**src/shared/mps_map.vh**
```
// Purpose: Register map, field positions and codes of the monitor pin select
// Assumes: 32-bit APB, byte addresses
// Notes: Included by logic/mps_pin_select.v
`ifndef MPS_MAP_VH
`define MPS_MAP_VH

// ----------------------------------------------------------------------------
// Register offsets
// ----------------------------------------------------------------------------
`define MPS_ADDR_SEL_A 8'h00
`define MPS_ADDR_SEL_B 8'h04
`define MPS_ADDR_STATUS 8'h08
`define MPS_ADDR_IRQ_STAT 8'h0c
`define MPS_ADDR_IRQ_MASK 8'h10

// ----------------------------------------------------------------------------
// Field positions
// ----------------------------------------------------------------------------
`define MPS_PIN1_SEL_HI 3
`define MPS_PIN1_SEL_LO 1
`define MPS_PIN2_SEL_HI 7
`define MPS_PIN2_SEL_LO 5
`define MPS_PIN3_SEL_HI 4
`define MPS_PIN3_SEL_LO 2
`define MPS_PIN4_SEL_HI 7
`define MPS_PIN4_SEL_LO 5
`define MPS_DCG_POL_BIT 0

// ----------------------------------------------------------------------------
// Reset values
// ----------------------------------------------------------------------------
`define MPS_SEL_A_RST 8'h00
`define MPS_SEL_B_RST 8'h00
`define MPS_MASK_RST 8'h00

// ----------------------------------------------------------------------------
// Select codes
// ----------------------------------------------------------------------------
`define MPS_CODE_DED0 3'h0
`define MPS_CODE_DED1 3'h1
`define MPS_CODE_POS_OV 3'h2
`define MPS_CODE_POS_UV 3'h3
`define MPS_CODE_NEG_OV 3'h4
`define MPS_CODE_NEG_UV 3'h5
`define MPS_CODE_FLAG 3'h6
`define MPS_CODE_FLAG_INV 3'h7

`endif

```
**src/logic/mps_pin_select.v**
```verilog
// Purpose: Select decode and monitor mapping for four multipurpose pins
// Assumes: Analog comparators report above-upper and below-lower levels
// Notes: One clock pclk, APB slave with zero wait states
//
// Operation
// - Pin 1 select bits 3:1; 000/001 first AC sense
// - Pin 2 select bits 7:5; 000/001 second AC sense
// - Pin 3 bits 4:2; power-on request polarity
// - 010: flag and overvoltage above upper
// - 011: undervoltage low side, flag high above
// - 100: overvoltage low side, flag high above
// - 101: undervoltage and flag above upper
// - Flag follows hysteretic comparator, inverted in 111; 110 flag only
// - DC good output uses polarity control bit
//
// Local design decisions: the APB slave port and the address map.
`include "mps_map.vh"
`default_nettype none

module mps_pin_select (
  // Clock and reset
  input wire pclk,
  input wire presetn,
  // APB slave
  input wire psel,
  input wire penable,
  input wire pwrite,
  input wire [7:0] paddr,
  input wire [31:0] pwdata,
  output reg [31:0] prdata,
  output wire pready,
  output reg pslverr,
  // Comparator levels per pin, asynchronous
  input wire [3:0] cmp_above_upper,
  input wire [3:0] cmp_below_lower,
  // Threshold window per pin: 1 = 1.25/1.35 V, 0 = 1.15/1.25 V
  output reg [3:0] thr_window_high,
  // Digital level of pins 1 to 3, asynchronous
  input wire multipurpose_pin_1,
  input wire multipurpose_pin_2,
  input wire multipurpose_pin_3,
  // Pin 4 drive
  output reg multipurpose_pin_4_out,
  output reg multipurpose_pin_4_oe,
  // Dedicated functions
  output reg ac_sense_input_first,
  output reg ac_sense_input_second,
  output reg power_on_request,
  input wire dc_good_status,
  // Monitor indications per pin
  output reg [3:0] flag,
  output reg [3:0] overvoltage_indication,
  output reg [3:0] undervoltage_indication,
  // Interrupt
  output wire irq
);

  // --------------------------------------------------------------------------
  // Registers and state
  // --------------------------------------------------------------------------
  reg [7:0] sel_a;
  reg [7:0] sel_b;
  reg [7:0] irq_stat;
  reg [7:0] irq_mask;
  reg [3:0] hi_meta;
  reg [3:0] hi_sync;
  reg [3:0] lo_meta;
  reg [3:0] lo_sync;
  reg [2:0] pin_meta;
  reg [2:0] pin_sync;
  reg [3:0] hyst;
  reg [3:0] next_hyst;
  reg [3:0] prev_ov;
  reg [3:0] prev_uv;
  reg [3:0] next_flag;
  reg [3:0] next_ov;
  reg [3:0] next_uv;
  reg [3:0] next_window;
  reg [11:0] code_all;
  reg [2:0] code;
  reg [7:0] next_irq_stat;
  reg [7:0] events;
  reg [31:0] next_rdata;
  reg next_err;
  reg mapped;
  integer i;

  wire [2:0] pin1_sel;
  wire [2:0] pin2_sel;
  wire [2:0] pin3_sel;
  wire [2:0] pin4_sel;
  wire dc_good_polarity_bit;
  wire setup;
  wire access;
  wire wr;
  wire rd_stat;

  assign pin1_sel = sel_a[`MPS_PIN1_SEL_HI:`MPS_PIN1_SEL_LO];
  assign pin2_sel = sel_a[`MPS_PIN2_SEL_HI:`MPS_PIN2_SEL_LO];
  assign pin3_sel = sel_b[`MPS_PIN3_SEL_HI:`MPS_PIN3_SEL_LO];
  assign pin4_sel = sel_b[`MPS_PIN4_SEL_HI:`MPS_PIN4_SEL_LO];
  assign dc_good_polarity_bit = sel_b[`MPS_DCG_POL_BIT];

  // --------------------------------------------------------------------------
  // Synchronisers
  // --------------------------------------------------------------------------
  always @(posedge pclk or negedge presetn) begin
    if (!presetn) begin
      hi_meta <= 4'h0;
      hi_sync <= 4'h0;
      lo_meta <= 4'h0;
      lo_sync <= 4'h0;
      pin_meta <= 3'h0;
      pin_sync <= 3'h0;
    end else begin
      hi_meta <= cmp_above_upper;
      hi_sync <= hi_meta;
      lo_meta <= cmp_below_lower;
      lo_sync <= lo_meta;
      pin_meta <= {multipurpose_pin_3, multipurpose_pin_2, multipurpose_pin_1};
      pin_sync <= pin_meta;
    end
  end

  // --------------------------------------------------------------------------
  // Hysteresis and mode mapping
  // --------------------------------------------------------------------------
  always @* begin
    code_all = {pin4_sel, pin3_sel, pin2_sel, pin1_sel};
    code = 3'h0;
    next_hyst = hyst;
    next_flag = 4'h0;
    next_ov = 4'h0;
    next_uv = 4'h0;
    next_window = 4'h0;
    for (i = 0; i < 4; i = i + 1) begin
      code = code_all[3*i +: 3];
      if (hi_sync[i])
        next_hyst[i] = 1'b1;
      else if (lo_sync[i])
        next_hyst[i] = 1'b0;
      case (code)
        `MPS_CODE_POS_OV: begin
          next_flag[i] = hyst[i];
          next_ov[i] = hyst[i];
        end
        `MPS_CODE_POS_UV: begin
          next_window[i] = 1'b1;
          next_flag[i] = hyst[i];
          next_uv[i] = ~hyst[i];
        end
        `MPS_CODE_NEG_OV: begin
          next_window[i] = 1'b1;
          next_flag[i] = hyst[i];
          next_ov[i] = ~hyst[i];
        end
        `MPS_CODE_NEG_UV: begin
          next_flag[i] = hyst[i];
          next_uv[i] = hyst[i];
        end
        `MPS_CODE_FLAG: begin
          next_flag[i] = hyst[i];
        end
        `MPS_CODE_FLAG_INV: begin
          next_flag[i] = ~hyst[i];
        end
        default: begin
          next_flag[i] = 1'b0;
        end
      endcase
    end
  end

  always @(posedge pclk or negedge presetn) begin
    if (!presetn) begin
      hyst <= 4'h0;
      flag <= 4'h0;
      overvoltage_indication <= 4'h0;
      undervoltage_indication <= 4'h0;
      thr_window_high <= 4'h0;
      prev_ov <= 4'h0;
      prev_uv <= 4'h0;
    end else begin
      hyst <= next_hyst;
      flag <= next_flag;
      overvoltage_indication <= next_ov;
      undervoltage_indication <= next_uv;
      thr_window_high <= next_window;
      prev_ov <= overvoltage_indication;
      prev_uv <= undervoltage_indication;
    end
  end

  // --------------------------------------------------------------------------
  // Dedicated functions
  // --------------------------------------------------------------------------
  always @(posedge pclk or negedge presetn) begin
    if (!presetn) begin
      ac_sense_input_first <= 1'b0;
      ac_sense_input_second <= 1'b0;
      power_on_request <= 1'b0;
      multipurpose_pin_4_out <= 1'b0;
      multipurpose_pin_4_oe <= 1'b0;
    end else begin
      ac_sense_input_first <= (pin1_sel[2:1] == 2'h0) & pin_sync[0];
      ac_sense_input_second <= (pin2_sel[2:1] == 2'h0) & pin_sync[1];
      if (pin3_sel == `MPS_CODE_DED0)
        power_on_request <= ~pin_sync[2];
      else if (pin3_sel == `MPS_CODE_DED1)
        power_on_request <= pin_sync[2];
      else
        power_on_request <= 1'b0;
      multipurpose_pin_4_oe <= (pin4_sel[2:1] == 2'h0);
      multipurpose_pin_4_out <= (pin4_sel[2:1] == 2'h0) &
        ~(dc_good_status ^ dc_good_polarity_bit);
    end
  end

  // --------------------------------------------------------------------------
  // APB slave and interrupt
  // --------------------------------------------------------------------------
  assign setup = psel & ~penable;
  assign access = psel & penable;
  assign pready = 1'b1;
  assign wr = access & pwrite;
  assign rd_stat = access & ~pwrite & (paddr == `MPS_ADDR_IRQ_STAT);
  assign irq = |(irq_stat & irq_mask);

  always @* begin
    events = {undervoltage_indication & ~prev_uv, overvoltage_indication & ~prev_ov};
    // Clears only the bits returned, so an event at the setup edge survives
    next_irq_stat = (rd_stat ? (irq_stat & ~prdata[7:0]) : irq_stat) | events;
    mapped = 1'b1;
    next_rdata = 32'h0000_0000;
    case (paddr)
      `MPS_ADDR_SEL_A: next_rdata[7:0] = sel_a;
      `MPS_ADDR_SEL_B: next_rdata[7:0] = sel_b;
      `MPS_ADDR_STATUS: next_rdata[15:0] = {power_on_request, ac_sense_input_second,
        ac_sense_input_first, hyst[0], undervoltage_indication,
        overvoltage_indication, flag};
      `MPS_ADDR_IRQ_STAT: next_rdata[7:0] = irq_stat;
      `MPS_ADDR_IRQ_MASK: next_rdata[7:0] = irq_mask;
      default: mapped = 1'b0;
    endcase
    next_err = ~mapped;
  end

  always @(posedge pclk or negedge presetn) begin
    if (!presetn) begin
      sel_a <= `MPS_SEL_A_RST;
      sel_b <= `MPS_SEL_B_RST;
      irq_mask <= `MPS_MASK_RST;
      irq_stat <= 8'h00;
      prdata <= 32'h0000_0000;
      pslverr <= 1'b0;
    end else begin
      irq_stat <= next_irq_stat;
      if (setup) begin
        prdata <= pwrite ? 32'h0000_0000 : next_rdata;
        pslverr <= next_err;
      end
      if (wr && paddr == `MPS_ADDR_SEL_A)
        sel_a <= pwdata[7:0];
      if (wr && paddr == `MPS_ADDR_SEL_B)
        sel_b <= pwdata[7:0];
      if (wr && paddr == `MPS_ADDR_IRQ_MASK)
        irq_mask <= pwdata[7:0];
    end
  end

endmodule // mps_pin_select
`default_nettype wire

```
**config.mk**
```make
export PLATFORM = sky130hd
export DESIGN_NAME = mps_pin_select
export DESIGN_NICKNAME = d
export VERILOG_FILES = /design/src/logic/mps_pin_select.v
export VERILOG_INCLUDE_DIRS = /design/src /design/src/shared
export SDC_FILE = /design/constraint.sdc
export NUM_CORES = 1
export LEC_CHECK = 0
export ABC_CLOCK_PERIOD_IN_PS = 1900
export BUFFER_PORTS_ARGS = -buffer_cell sky130_fd_sc_hd__buf_4
export CAP_MARGIN = 10
export CORE_MARGIN = 5
export CORE_UTILIZATION = 45
export DETAILED_ROUTE_END_ITERATION = 10
export PLACE_DENSITY = 0.81
export SLEW_MARGIN = 20
export SYNTH_ARGS = -nofsm -noshare
export SYNTH_HDL_FRONTEND = slang
export SYNTH_SLANG_ARGS = --single-unit
```
**constraint.sdc**
```tcl
create_clock -name pclk -period 1.9 [get_ports pclk]
set_clock_uncertainty 0.2 [all_clocks]
set_input_delay 0.095 -clock pclk [delete_from_list [all_inputs] [get_ports pclk]]
set_output_delay 0.095 -clock pclk [all_outputs]
set_load 0.1 [all_outputs]
```
After elaboration in Yosys (flattened, before gate mapping)
Cells that the tools add are included.
Widths: inputs -> output; s select.
Storage, ports and cells
  register bits: 120
  input bits: 57
  logic and storage cells: 135
Operators by class
  equal/unequal tests: 29
  mux-type cells: 31
  bitwise operators: 26
  reductions and logical operators: 22
Operator list (count)
  $eq 3x3->1 const B: 16
  $pmux 8 s5: 1
  $reduce_or 5->1: 5
  $eq 3x2->1 const B: 8
  $pmux 1 s2: 12
  $and 8x8->8: 2
  $eq 8x4->1 const B: 2
  $mux 16: 1
  $mux 8: 2
  $mux 1: 15
  $not 1->1: 9
  $and 1x1->1: 8
  $and 4x4->4: 2
  $eq 8x3->1 const B: 1
  $eq 8x5->1 const B: 1
  $logic_not 8->1: 1
  $not 4->4: 2
  $not 8->8: 1
  $or 8x8->8: 1
  $reduce_bool 2->1: 4
  $reduce_or 2->1: 4
  $reduce_or 8->1: 1
  $logic_not 2->1: 3
  $eq 3x1->1 const B: 1
  other kinds (3): 5

Longest topological paths before layout
  word-level depth: 5
  gate-level depth with buffers: 6
  mapped depth without buffers: 4

Least setup slack after synthesis
Ideal clock, no wire load.
  kind: input to register
  start point: input paddr[1]
  end point: register sel_a[0]
  setup time: 125 ps
  data arrival time: 1680 ps
  required time: 1575 ps
  setup slack: -105 ps
  stages: 4
  cells stage by stage: or4_4 > or3_4 > nor3_4 > mux2_2
Between the ends
  word-level cells in the longest chain between the ends: 2
RTL lines
  start: declaration: RTL line mps_pin_select.v:28  | input wire [7:0] paddr,
  $logic_not 8->1
  $logic_and 1x1->1 (no line)
  end signal: assignment: RTL line mps_pin_select.v:250  | sel_a <= `MPS_SEL_A_RST;
  end signal: assignment: RTL line mps_pin_select.v:263  | sel_a <= pwdata[7:0];
  end: declaration: RTL line mps_pin_select.v:61  | reg [7:0] sel_a;
No other way between the ends.
A chain may end at the register's enable or synchronous reset.

Worst setup path in the final report
  start point: input paddr[6]
  end point: register sel_a[4]
Same word-level chain as after synthesis.

==> qor.csv <==
stage;metric;value;unit
outcome;status;completed;
worst_setup_path;r2r startpoint;sel_a[2];
hold_path;HP Class;in -> reg;
timing;final-report max-slew violation count;0;
clock_network;clock-pin slew on the worst setup and hold paths;0.09;ns
floorplan;chip height;107;um
synth;Cell Area, Synth;4270;um2
power;Cell Int Power;0.00334;W
clock_network;post-CTS setup buffers;0;
timing;actual slew at the worst max-slew pin;0.615;ns
worst_setup_path;CP max FO;5;
global_routing;GRT Resource Usage Total;17.9;%
floorplan;Total Die Area;11500;um2
synth;Synth Warn #;0;
global_routing;largest net degree at the start of global routing;54;
detailed_routing;initial drt markers;127;
layout;fill count;724;
layout;share of layout cells above drive strength 1;28.3;%
clock_network;CTS resizes;0;
synth;Synth Area in XOR/XNOR;0.410;%
detailed_routing;drt pass-1 iters;4;
layout;# diodes;0;
clock_network;hold buffer count at CTS;23;
synth;largest family of logic cells by synthesized area;simple AND/OR/NAND/NOR gates;
worst_setup_path;worst path required time;1.96;ns
detailed_routing;WL final;9930;um
synth;flops & latches, synth;104;
worst_setup_path;WP buf/inv;3;
synth;Mean Syn Cell Area;11.7;um2
power;Cell Pwr Density;836;nW/um2
layout;Layout area overhead;27.1;%
timing;final setup vio count;0;
detailed_routing;WL per Instance;16.7;um
clock_network;clk_lat worst skew;0.37;ns
layout;Final Util;58.7;%
worst_setup_path;Setup Crit Path Kind;in -> reg;
worst_setup_path;critical path launch point type;input pin;
layout;Final Cell Area;5430;um2
timing;Hold Vio Cnt, Final;0;
worst_setup_path;CP startpoint;paddr[6];
power;sequential share of power;51.8;%
synth;proportion of netlist area held by the largest area contributor;61.0;%
floorplan;DIE WIDTH;107;um
power;power share of the combinational group;12.0;%
timing;Slew Limit Headroom;57.9;%
worst_setup_path;largest delay contributor family on the critical path;buffers and inverters;
clock_network;Clock Sinks;104;
placed_design;HPWL after DPL;7120;um
placed_design;IO Port Bufs;71;
timing;final period utilization;95.0;%
synth;mux share of post-synthesis cell area;11.0;%
worst_setup_path;nature of the critical path endpoint;flip-flop;
floorplan;# rows;35;
power;leakage dissipation;2.62;nW
clock_network;Root Buffer;clkbuf_8;
power;Sw Ratio;26.5;%
power;switching power;0.00120;W
clock_network;CTS tree;done;
detailed_routing;DRT antenna net count;0;
clock_network;CTS Buffer Depth;2;
floorplan;Initial Util;46.2;%
synth;adder-cell share of the synthesized area;0;%
global_routing;initial antenna violation count;0;
worst_setup_path;max incr delay on CP;0.54;ns
detailed_routing;drt via density;5.11;
synth;post-synth cell types;40;
floorplan;core box area;9240;um2
detailed_routing;DRC viols;0;
synth;sequential share of the synthesized area;61.0;%
clock_network;CTS H-tree lvls;3;
power;power share of the clock group;36.2;%
placed_design;gp weighted congestion;0.838;
layout;Final #Nets;519;
synth;Area contributors post-synth;dfrtp_1, mux2_2, mux2i_1, nand2_1, buf_4;
job;max cap viols;0;
timing;RSZ-0062 raised after global routing;false;
timing;hold slack;0.00618;ns
worst_setup_path;Worst EP arrival;1.86;ns
worst_setup_path;crit-path cells;dlygate4sd3_1, buf_4, or3_4, nor3_4, buf_4, mux2_2;
placed_design;placed inst area;4950;um2
synth;Synth Area in Compound Gates;9.82;%
power;VDD IR-drop max;0.476;mV
global_routing;global-route wire length before repair;16100;um
synth;leading area contributor after synthesis;dfrtp_1;
worst_setup_path;CP max-delay cell;dlygate4sd3_1;
global_routing;gr ovfl total;0;
timing;Tmin final;1.80;ns
floorplan;io pins;113;
synth;Simple-Gate Fraction of Synth Area;11.8;%
global_routing;number of global-route vias before repair;3151;
detailed_routing;Via Count;3044;
hold_path;Hold Path Origin;penable;
clock_network;cts bufs inserted;9;
worst_setup_path;most used cell, CP;buf_4;
timing;FMAX;554;MHz
synth;Syn Inst Count;364;
[metal layers]
| layer | vias to the layer above | part of all wire (%) | global-route usage (%) | wire [um] |
|---|---|---|---|---|
| li1 | 1418 | - | - | - |
| met1 | 1528 | 43 | 23.8 | 4280 |
| met2 | 83 | 50 | 29.8 | 4980 |
| met3 | 15 | 5.2 | 2.88 | 520 |
| met4 | 0 | 1.5 | 6.13 | 153 |
| met5 | - | 0 | 0 | 0 |
[synth_stat cells]
library cell / count
nor3_4: 2
o21ai_0: 22
and2_1: 3
nand3b_1: 2
nor3b_1: 3
nor3_2: 1
a22o_1: 8
nor2_1: 17
a21o_1: 4
mux2i_1: 20
a32o_1: 3
and3b_1: 1
nor4_1: 1
or3_4: 1
o21bai_1: 1
nor3_1: 2
inv_1: 12
buf_4: 17
clkbuf_1: 17
o31ai_1: 1
or4_4: 1
nand2b_1: 6
nand2_1: 41
a2111oi_0: 1
a21oi_1: 11
or3b_2: 2
o22ai_1: 9
or2_2: 1
a31oi_1: 1
a22oi_1: 4
nand4_1: 9
xor2_1: 2
conb_1: 2
mux2_1: 1
nand3_1: 2
nor2b_1: 2
a21boi_0: 1
buf_1: 3
dfrtp_1: 104
mux2_2: 23
[path summary, 6_finish.rpt]
kind	endpoint	slack [ns]	cells past startpoint
worst max register to register	undervoltage_indication[0]	0.40	2
worst min register to register	pin_sync[0]	0.16	0
worst min-delay path	prdata[14]	0.006	5
max in group asynchronous	prev_ov[1]	0.82	3
min in group asynchronous	prdata[11]	0.03	2
worst max-delay path	sel_a[4]	0.1	6
[sequential cells by signal (all words and copies together), names as in the netlist, 8 cells and up]
register / count
prdata: 16
irq_mask: 8
irq_stat: 8
sel_a: 8
sel_b: 8
[cell type report]
type                       instances  area [um2]  area share, %
multi-input combinational        226        1480           27.2
timing repair buffer             109         901           16.6
sequential                       104        2600           47.9
clock inverter                     6         115           2.12
inverter                          12        45.0          0.830
tap                              129         161           2.97
clock buffer                      10         128           2.35
[stage by stage]
step / power (W) / cells / setup slack, ns / setup TNS, ns
after floorplan: 0.00274 / 379 / -0.105 / -1.65
after global placement: 0.00289 / 557 / -0.208 / -4.45
after detailed placement: 0.00290 / 557 / -0.231 / -4.81
after CTS: 0.00455 / 596 / 0.0993 / 0
after global routing: 0.00470 / 596 / 0.0493 / 0
final: 0.00454 / 596 / 0.0955 / 0
[power groups by stage]
stage          registers (W)  logic [W]  clock network [W]
3_3_place_gp         0.00239   0.000495                  0
4_1_cts              0.00235   0.000547            0.00166
3_5_place_dp         0.00239   0.000508                  0
5_1_grt              0.00236   0.000577            0.00176
2_1_floorplan        0.00244   0.000305                  0
6_report             0.00235   0.000544            0.00164
[placed cells by master (no fill, tap or decap), types with 2 or more instances in the layout]
| cell type | n |
|---|---|
| nor3_1 | 2 |
| nor3_4 | 2 |
| nor2b_1 | 2 |
| inv_1 | 12 |
| nand2b_1 | 6 |
| a21oi_1 | 11 |
| conb_1 | 17 |
| o21ai_0 | 22 |
| bufinv_16 | 3 |
| dlygate4sd3_1 | 23 |
| a22o_1 | 8 |
| dfrtp_1 | 104 |
| mux2_2 | 23 |
| and2_1 | 3 |
| buf_4 | 84 |
| nand4_1 | 9 |
| a32o_1 | 3 |
| nor3b_1 | 3 |
| o22ai_1 | 9 |
| a22oi_1 | 4 |
| xor2_1 | 2 |
| inv_6 | 2 |
| clkbuf_8 | 9 |
| buf_12 | 2 |
| mux2i_1 | 20 |
| a21o_1 | 4 |
| nand3b_1 | 2 |
| nand2_1 | 41 |
| nor2_1 | 17 |
| nand3_1 | 2 |
| or3b_2 | 2 |
[logic make-up (layout without fill, tap and decap cells)]
| kind of cell | Yosys count | after routing |
|---|---|---|
| flip-flops | 104 | 104 |
| AND/OR/NAND/NOR | 97 | 97 |
| multiplexers | 44 | 44 |
| other | 2 | 17 |
| XOR/XNOR | 2 | 2 |
| buffers and inverters | 49 | 137 |
| AO/OA/AOI/OAI | 66 | 66 |
[tightest hold or removal path, delay by kind of cell]
family                 cells  cell delay [ns]
buffers and inverters      2             0.27
AOI/OAI and AO/OA          1             0.06
and+or+nand+nor            2             0.12
Power figures use the tool's default switching activity.
